## src/rtl/ceph_regs.vh

```
// register offsets, field positions, reset values and timing counts of the control endpoint
`ifndef CEPH_REGS_VH
`define CEPH_REGS_VH
// command register numbers
`define CEPH_REG_BUF 6'h31
`define CEPH_REG_SETUP 6'h32
`define CEPH_REG_COUNT 6'h33
`define CEPH_REG_XLO 6'h3a
`define CEPH_REG_XHI 6'h3b
`define CEPH_REG_XDAT 6'h3c
// extended address of the toggle register
`define CEPH_XADDR_TOG 16'he683
// command byte fields
`define CEPH_CMD_ADDR 7
`define CEPH_CMD_RD 6
// toggle register fields
`define CEPH_TOG_Q 7
`define CEPH_TOG_S 6
`define CEPH_TOG_R 5
`define CEPH_TOG_IO 4
`define CEPH_TOG_RST 8'h32
// command port timing
`define CEPH_BUSY_NS 50
`define CEPH_CLK_NS 25
`define CEPH_BUSY_CYC ((`CEPH_BUSY_NS + `CEPH_CLK_NS - 1) / `CEPH_CLK_NS)
// packet geometry
`define CEPH_PKT_MAX 8'h40
`endif

```

## src/rtl/ceph_control_endpoint_handler.v

```verilog
// control endpoint handler: command decoder, setup store, buffer, toggles
`timescale 1ns/1ps
`include "ceph_regs.vh"

// Function
// - unhandled setup packet raises control-request interrupt, waits for master decision
// - each setup register read returns next stored setup byte, from first
// - any non-zero write to setup register stalls the current request
// - data phase raises buffer interrupt when buffer free (IN) or filled (OUT)
// - requested length from setup bytes six, seven kept; never exceeded
// - short or zero-length IN packet completes status handshake automatically
// - full requested OUT length received and read out of the buffer completes status handshake automatically
// - new unhandled setup before transfer end raises control-request interrupt again
// - standard requests answered locally except endpoint set and clear feature
// - toggle bit 7 reads selected endpoint data toggle
// - toggle bit 6 forces DATA1, bit 5 forces DATA0
// - toggle bit 4 picks direction, bits 3-0 pick endpoint 0,1,2,6,8
// - extended write: low address to extended_addr_low, high to extended_addr_high, data extended_data_window
// - read of extended_data_window returns addressed extended register
// - command byte bit 7 address flag, bit 6 read, nibbles upper first
// - read request answered by asserting active-low interrupt with byte on data
module ceph_control_endpoint_handler #(
    parameter BUF_DEPTH = 64,
    parameter BUSY_CYC = `CEPH_BUSY_CYC
) (
    // clock and reset
    input wire clock,
    input wire resetn,
    // command port
    input wire cmd_strobe,
    input wire [7:0] cmd_byte,
    input wire read_ack,
    output reg ready,
    output reg read_irq_n,
    output reg [7:0] bus_data_low,
    // usb side: setup packets
    input wire setup_valid,
    input wire [63:0] setup_packet,
    input wire setup_auto,
    // usb side: data phase
    input wire usb_in_take,
    input wire usb_out_valid,
    input wire [7:0] usb_out_data,
    input wire usb_out_last,
    input wire usb_in_get,
    input wire [3:0] usb_tog_ep,
    input wire usb_tog_io,
    input wire usb_tog_flip,
    // events toward the master
    output reg control_request_irq,
    output reg control_buffer_irq,
    output reg stall,
    output reg handshake_done,
    output reg in_commit,
    output reg [7:0] in_count,
    output reg [7:0] in_data,
    output reg [7:0] usb_tog_q
);

    localparam ST_IDLE = 2'h0;
    localparam ST_SETUP = 2'h1;
    localparam ST_IN = 2'h2;
    localparam ST_OUT = 2'h3;

    // ==========================================
    // storage
    reg [7:0] setup_mem [0:7];
    reg [7:0] buf_mem [0:BUF_DEPTH-1];
    reg [1:0] state;
    reg [2:0] setup_ptr;
    reg [6:0] wr_ptr;
    reg [6:0] rd_ptr;
    reg [7:0] out_count;
    reg [15:0] remain;
    reg dir_in;
    reg [15:0] xaddr;
    reg [7:0] tog_sel;
    reg [9:0] toggles;
    reg have_addr;
    reg rd_mode;
    reg [5:0] reg_num;
    reg nib_phase;
    reg [3:0] hi_nib;
    reg [7:0] busy;
    reg pending;
    integer i;

    // map endpoint number and direction to a toggle slot
    function [3:0] tog_slot;
        input [3:0] ep;
        input io;
        begin
            case (ep)
                4'h0: tog_slot = 4'h0;
                4'h1: tog_slot = {3'h0, io} + 4'h1;
                4'h2: tog_slot = {3'h0, io} + 4'h3;
                4'h6: tog_slot = {3'h0, io} + 4'h5;
                4'h8: tog_slot = {3'h0, io} + 4'h7;
                default: tog_slot = 4'h9;
            endcase
        end
    endfunction

    wire [3:0] sel_slot = tog_slot(tog_sel[3:0], tog_sel[`CEPH_TOG_IO]);
    wire [3:0] usb_slot = tog_slot(usb_tog_ep, usb_tog_io);
    wire is_ep_feature = (setup_packet[4:0] == 5'h02)
                         && ((setup_packet[15:8] == 8'h01) || (setup_packet[15:8] == 8'h03));
    wire take = cmd_strobe && ready;
    wire data_done = take && !cmd_byte[`CEPH_CMD_ADDR] && have_addr && !rd_mode && nib_phase;
    wire [7:0] wdata = {hi_nib, cmd_byte[3:0]};
    wire rd_req = take && cmd_byte[`CEPH_CMD_ADDR] && cmd_byte[`CEPH_CMD_RD];
    wire [7:0] sel_read = {toggles[sel_slot], 2'b00, tog_sel[4:0]};
    // the edge on which a read answer is put out; read pointers step here, not at the request
    wire answer = pending && (busy == 8'h00) && read_irq_n;

    // ==========================================
    // command decoder: ready, nibble assembly and read answers
    always @(posedge clock or negedge resetn) begin
        if (!resetn) begin
            ready <= 1'b0;
            busy <= 8'h01;
            have_addr <= 1'b0;
            rd_mode <= 1'b0;
            reg_num <= 6'h00;
            nib_phase <= 1'b0;
            hi_nib <= 4'h0;
            pending <= 1'b0;
            read_irq_n <= 1'b1;
            bus_data_low <= 8'h00;
        end else begin
            if (take) begin
                ready <= 1'b0;
                busy <= BUSY_CYC[7:0];
            end else if (busy != 8'h00) begin
                busy <= busy - 8'h01;
            end else if (!pending) begin
                ready <= 1'b1;
            end
            if (take && cmd_byte[`CEPH_CMD_ADDR]) begin
                // a fresh address drops any half-sent data byte
                have_addr <= 1'b1;
                rd_mode <= cmd_byte[`CEPH_CMD_RD];
                reg_num <= cmd_byte[5:0];
                nib_phase <= 1'b0;
                pending <= cmd_byte[`CEPH_CMD_RD];
            end else if (take && have_addr && !rd_mode) begin
                nib_phase <= !nib_phase;
                if (!nib_phase) begin
                    hi_nib <= cmd_byte[3:0];
                end
            end
            if (answer) begin
                read_irq_n <= 1'b0;
                case (reg_num)
                    `CEPH_REG_BUF: bus_data_low <= buf_mem[rd_ptr[5:0]];
                    `CEPH_REG_SETUP: bus_data_low <= setup_mem[setup_ptr];
                    `CEPH_REG_COUNT: bus_data_low <= out_count;
                    `CEPH_REG_XDAT: bus_data_low <= (xaddr == `CEPH_XADDR_TOG) ?
                                                    sel_read : 8'h00;
                    default: bus_data_low <= 8'h00;
                endcase
            end else if (!read_irq_n && read_ack) begin
                read_irq_n <= 1'b1;
                pending <= 1'b0;
            end
        end
    end

    // ==========================================
    // extended address window and toggle register
    always @(posedge clock or negedge resetn) begin
        if (!resetn) begin
            xaddr <= 16'h0000;
            tog_sel <= `CEPH_TOG_RST;
            toggles <= 10'h000;
        end else begin
            if (usb_tog_flip) begin
                toggles[usb_slot] <= !toggles[usb_slot];
            end
            if (data_done && reg_num == `CEPH_REG_XLO) begin
                xaddr[7:0] <= wdata;
            end
            if (data_done && reg_num == `CEPH_REG_XHI) begin
                xaddr[15:8] <= wdata;
            end
            if (data_done && reg_num == `CEPH_REG_XDAT && xaddr == `CEPH_XADDR_TOG) begin
                tog_sel <= {3'h0, wdata[4:0]};
                // forcing acts on the slot chosen by the selection written with it
                if (wdata[`CEPH_TOG_S]) begin
                    toggles[tog_slot(wdata[3:0], wdata[`CEPH_TOG_IO])] <= 1'b1;
                end else if (wdata[`CEPH_TOG_R]) begin
                    toggles[tog_slot(wdata[3:0], wdata[`CEPH_TOG_IO])] <= 1'b0;
                end
            end
        end
    end

    // ==========================================
    // control transfer sequencing
    always @(posedge clock or negedge resetn) begin
        if (!resetn) begin
            state <= ST_IDLE;
            setup_ptr <= 3'h0;
            wr_ptr <= 7'h00;
            rd_ptr <= 7'h00;
            out_count <= 8'h00;
            remain <= 16'h0000;
            dir_in <= 1'b0;
            control_request_irq <= 1'b0;
            control_buffer_irq <= 1'b0;
            stall <= 1'b0;
            handshake_done <= 1'b0;
            in_commit <= 1'b0;
            in_count <= 8'h00;
            in_data <= 8'h00;
            usb_tog_q <= 8'h00;
            for (i = 0; i < 8; i = i + 1) begin
                setup_mem[i] <= 8'h00;
            end
        end else begin
            handshake_done <= 1'b0;
            in_commit <= 1'b0;
            usb_tog_q <= {7'h00, toggles[usb_slot]};
            if (usb_in_get) begin
                in_data <= buf_mem[rd_ptr[5:0]];
                rd_ptr <= rd_ptr + 7'h01;
            end
            if (setup_valid) begin
                for (i = 0; i < 8; i = i + 1) begin
                    setup_mem[i] <= setup_packet[8*i +: 8];
                end
                setup_ptr <= 3'h0;
                stall <= 1'b0;
                wr_ptr <= 7'h00;
                rd_ptr <= 7'h00;
                remain <= setup_packet[63:48];
                dir_in <= setup_packet[7];
                control_buffer_irq <= 1'b0;
                if (!setup_auto || is_ep_feature) begin
                    control_request_irq <= 1'b1;
                    state <= ST_SETUP;
                end else begin
                    state <= ST_IDLE;
                end
            end else begin
                if (rd_req && cmd_byte[5:0] == `CEPH_REG_SETUP) begin
                    control_request_irq <= 1'b0;
                end
                // stepping at the answer keeps the first byte handed out as byte zero
                if (answer && reg_num == `CEPH_REG_SETUP) begin
                    setup_ptr <= setup_ptr + 3'h1;
                end
                if (data_done && reg_num == `CEPH_REG_SETUP && wdata != 8'h00) begin
                    stall <= 1'b1;
                    state <= ST_IDLE;
                    control_buffer_irq <= 1'b0;
                end else if (data_done && reg_num == `CEPH_REG_BUF && state == ST_IN) begin
                    if (wr_ptr < BUF_DEPTH) begin
                        wr_ptr <= wr_ptr + 7'h01;
                    end
                end else if (data_done && reg_num == `CEPH_REG_COUNT) begin
                    control_buffer_irq <= 1'b0;
                    if (state == ST_SETUP && remain == 16'h0000) begin
                        handshake_done <= 1'b1;
                        state <= ST_IDLE;
                    end else if (state == ST_IN) begin
                        in_commit <= 1'b1;
                        rd_ptr <= 7'h00;
                        wr_ptr <= 7'h00;
                        // clip to what the host asked for
                        in_count <= ({8'h00, wdata} > remain) ? remain[7:0] : wdata;
                        remain <= ({8'h00, wdata} > remain) ? 16'h0000 :
                                  remain - {8'h00, wdata};
                        if (wdata < `CEPH_PKT_MAX || {8'h00, wdata} >= remain) begin
                            handshake_done <= 1'b1;
                            state <= ST_IDLE;
                        end
                    end
                end
                if (state == ST_SETUP && remain != 16'h0000 && !control_request_irq) begin
                    state <= dir_in ? ST_IN : ST_OUT;
                    control_buffer_irq <= dir_in;
                end
                if (state == ST_IN && usb_in_take) begin
                    control_buffer_irq <= 1'b1;
                end
                // buffer read clears the flag before a new packet may set it again
                if (rd_req && cmd_byte[5:0] == `CEPH_REG_BUF && state == ST_OUT) begin
                    control_buffer_irq <= 1'b0;
                end
                if (answer && reg_num == `CEPH_REG_BUF && state == ST_OUT) begin
                    rd_ptr <= rd_ptr + 7'h01;
                end
                if (state == ST_OUT && usb_out_valid && remain != 16'h0000) begin
                    buf_mem[wr_ptr[5:0]] <= usb_out_data;
                    wr_ptr <= wr_ptr + 7'h01;
                    remain <= remain - 16'h0001;
                    if (usb_out_last) begin
                        out_count <= {1'b0, wr_ptr} + 8'h01;
                        control_buffer_irq <= 1'b1;
                    end
                end
                if (state == ST_OUT && remain == 16'h0000 && rd_ptr[6:0] == out_count[6:0]) begin
                    handshake_done <= 1'b1;
                    state <= ST_IDLE;
                end
            end
            if (data_done && reg_num == `CEPH_REG_BUF && state == ST_IN
                    && wr_ptr < BUF_DEPTH) begin
                buf_mem[wr_ptr[5:0]] <= wdata;
            end
        end
    end

endmodule

```

## config.mk

```make
export PLATFORM = sky130hd
export DESIGN_NAME = ceph_control_endpoint_handler
export DESIGN_NICKNAME = d
export VERILOG_FILES = /design/src/rtl/ceph_control_endpoint_handler.v
export VERILOG_INCLUDE_DIRS = /design/src /design/src/rtl
export SDC_FILE = /design/constraint.sdc
export NUM_CORES = 1
export LEC_CHECK = 0
export BUFFER_PORTS_ARGS = -buffer_cell sky130_fd_sc_hd__buf_2
export CAP_MARGIN = 20
export CORE_ASPECT_RATIO = 1.1
export CORE_MARGIN = 1.5
export CORE_UTILIZATION = 41
export CTS_CLUSTER_DIAMETER = 80
export CTS_CLUSTER_SIZE = 40
export DETAILED_ROUTE_END_ITERATION = 16
export GPL_TIMING_DRIVEN = 1
export PLACE_DENSITY = 0.53
export SKIP_CTS_REPAIR_TIMING = 1
export SLEW_MARGIN = 10
export SYNTH_ARGS = -nofsm -noshare
export SYNTH_HDL_FRONTEND = slang
export SYNTH_SLANG_ARGS = --single-unit
```

## constraint.sdc

```tcl
create_clock -name clock -period 6.4 [get_ports clock]
set_input_delay 0.64 -clock clock [delete_from_list [all_inputs] [get_ports clock]]
set_output_delay 0.64 -clock clock [all_outputs]
set_load 0.01 [all_outputs]
```

==> impl_metrics.env <==
export IMPL_critical_path_max_fanout=17
export IMPL_clock_fmax_mhz=231.0
export IMPL_dp_hpwl_um=55590
export IMPL_grt_ovfl_total=0
export IMPL_synth_edf_count=512
export IMPL_cts_max_path_buffers=3
export IMPL_irDropWorstVdd_v=0.0001564
export IMPL_wl_per_cell_um=26.53
export IMPL_vias_per_cell=5.876
export IMPL_tns_ns=0
export IMPL_hold_slack_ns=0.07427
export IMPL_io_pins=135
export IMPL_hold_violations=0
export IMPL_rsz0062_at_grt="no"
export IMPL_arrival_ns=4.56
export IMPL_synth_largest_area_cell="edfxtp_1"
export IMPL_core_area_mm2=0.07436
export IMPL_drt_wl_total_um=82800
export IMPL_met2_usage_pct=35.85
export IMPL_r2r_end="buf_mem[6][2]$_DFFE_PP_"
export IMPL_layout_setup_ws_ns=2.071
export IMPL_ant_nets=0
export IMPL_crit_path_start_kind="flip-flop"
export IMPL_final_area_mm2=0.03377
export IMPL_power_leakage_nw=11.35
export IMPL_grt_pass1_vias=18680
export IMPL_clk_latency_ns=0.63
export IMPL_setup_reg_to_reg_worst_slack_ns=2.07
export IMPL_tightest_slew_ns=1.171
export IMPL_die_area_mm2=0.07666
export IMPL_use_met3_pct=2.550
export IMPL_globalplace_congestion=0.8911
export IMPL_vias=18340
export IMPL_start_util_pct=41.35
export IMPL_syn_area_per_cell_um2=14.96
export IMPL_drive_gt1_share_pct=22.66
export IMPL_ys_warn_count=0
export IMPL_antenna_found_initial=0
export IMPL_use_met1_pct=30.05
export IMPL_synthDistinctLibCells=91
export IMPL_netlist_instances=2055
export IMPL_synth_main_ff_cell="edfxtp_1"
export IMPL_grt_max_degree=85
export IMPL_clock_root_buffer="clkbuf_16"
export IMPL_drv_cap=0
export IMPL_nNetsFinal=2242
export IMPL_cts_htree_levels=2
export IMPL_dr_pass1_iters=7
export IMPL_postPlaceCellArea_mm2=0.03249
export IMPL_placementRows=105
export IMPL_grt_usage_pct=21.64
export IMPL_synth_area_mm2=0.03075
export IMPL_power_density_mw_per_mm2=278.7
export IMPL_r2r_worst_path_cells=8
export IMPL_fillers=6489
export IMPL_port_buffers=127
export IMPL_cts_buffers=35
export IMPL_timing_final_crit_share_pct=67.65
export IMPL_maxSlewHeadroom_pct=21.91
export IMPL_synth_most_common_cell="edfxtp_1"
export IMPL_period_needed_ns=4.329
export IMPL_synth_area_leaders="edfxtp_1 (50%), dfrtp_1 (15%), mux4_2 (7.8%)"
export IMPL_total_power_mw=9.414
export IMPL_drc=0
export IMPL_die_x_um=264.1
export IMPL_grt_busiest_layer="met2"
export IMPL_synthArstFlopShare_pct=27.27
export IMPL_drt_iter0_drc=1921
export IMPL_status="finished, final reports clean"
export IMPL_antenna_cells=0
export IMPL_end_kind="flip-flop"
export IMPL_drv_slew=0
export IMPL_synth_commonest_cells="edfxtp_1 (512), dfrtp_1 (188), nor2_1 (176)"
export IMPL_path_clk_slew_ns=0.10
export IMPL_grt_pass1_wl_um=124600
export IMPL_skew_ns=0.06304
export IMPL_setup_violations=0
export IMPL_tritoncts="done"
export IMPL_worstReg2RegStart="reg_num[3]$_DFFE_PN0P_"
export IMPL_synth_top_area_share_pct=50.00
export IMPL_pre_cts_ws_ns=1.803
export IMPL_area_growth_pct=9.830
export IMPL_ys_ff_latch=704
export IMPL_yosysSeqAreaShare_pct=65.64
export IMPL_required_ns=6.63
export IMPL_hold_class="input port to async pin"
export IMPL_worstSetupPathType="flip-flop to flip-flop"
export IMPL_die_h_um=290.2
export IMPL_clock_sinks=704
cells by family (layout without fill, tap and decap cells):
logic type / count (synthesis) / after routing / synth area share, %
mux: 318 / 318 / 15.13
compound gates: 324 / 324 / 7.271
simple gates: 511 / 511 / 8.284
flops: 704 / 704 / 65.64
buf+inv: 149 / 246 / 2.104
other cells: 1 / 7 / 0.01219
xor+xnor: 34 / 34 / 0.9684
fa+ha+maj: 14 / 14 / 0.5941
worst max-delay path by stage:
| stage | slack (ns) | endpoint | startpoint |
|---|---|---|---|
| 3_3_place_gp | 1.81 | buf_mem[6][2]$_DFFE_PP_ | cmd_strobe |
| 3_5_place_dp | 1.80 | buf_mem[6][2]$_DFFE_PP_ | cmd_strobe |
| 2_1_floorplan | 1.35 | buf_mem[0][1]$_DFFE_PP_ | cmd_byte[7] |
| 6_report | 2.07 | buf_mem[6][2]$_DFFE_PP_ | reg_num[3]$_DFFE_PN0P_ |
| 4_1_cts | 2.08 | buf_mem[6][5]$_DFFE_PP_ | reg_num[3]$_DFFE_PN0P_ |
| 5_1_grt | 1.82 | buf_mem[6][2]$_DFFE_PP_ | reg_num[3]$_DFFE_PN0P_ |
layout make-up:
type                    instances  area (um2)  share of cell area, %
inverters                      25       93.84                 0.2779
repair buffers                158       935.9                  2.771
well taps                     963        1205                  3.568
clock buffers                  38       929.6                  2.753
flip-flops and latches        704       20200                  59.80
clock inverters                25       350.3                  1.037
multi-input cells            1208       10060                  29.80
flip-flops by register name (all words and copies together), names as in the netlist, 3 cells and up:
| signal | cells |
|---|---|
| buf_mem | 512 |
| bus_data_low | 8 |
| busy | 8 |
| hi_nib | 4 |
| in_count | 8 |
| in_data | 8 |
| out_count | 8 |
| rd_ptr | 7 |
| reg_num | 6 |
| remain | 16 |
| setup_mem | 63 |
| setup_ptr | 3 |
| tog_sel | 5 |
| toggles | 10 |
| wr_ptr | 7 |
| xaddr | 16 |
placed cells by master, fill, tap and decap left out, types with 19 or more instances in the layout:
| master | n |
|---|---|
| mux2_2 | 103 |
| nor3_1 | 22 |
| a21oi_1 | 60 |
| nand3_1 | 30 |
| buf_4 | 28 |
| buf_2 | 125 |
| nand2_1 | 118 |
| clkbuf_16 | 37 |
| o21ai_0 | 78 |
| a22oi_1 | 33 |
| nor2_1 | 176 |
| xor2_1 | 19 |
| mux4_2 | 107 |
| edfxtp_1 | 512 |
| dfrtp_1 | 185 |
| nand2b_1 | 24 |
| a221oi_1 | 22 |
| mux2i_1 | 107 |
| inv_1 | 25 |
per-stage QoR:
step           cells  utilization (%)
2_1_floorplan   2061                -
3_3_place_gp    3055            43.58
3_5_place_dp    3058            43.70
4_1_cts         3121            45.42
5_1_grt         3121            45.42
6_report        3121            45.42
power by group:
part,switching (mW),internal [mW]
registers,0.211,5.06
clock network,1.68,1.18
logic,0.756,0.524
total,2.64,6.77
worst max-delay path, cell delays in order (launching register included):
cell      delay [ns]
dfrtp_1         0.43
nor2_1          0.24
nor4b_1         0.67
and2b_1         0.34
nand3b_2        0.09
buf_4           0.25
nand2_2         0.21
nand4b_1        0.85
nor2_1          0.88
metal layers:
metal  up-vias  routed length [um]
met3       101                3949
li1       8099                   -
met4         0                2357
met5         -                   0
met2       588               40550
met1      9550               35940
Power figures use the tool's default switching activity.
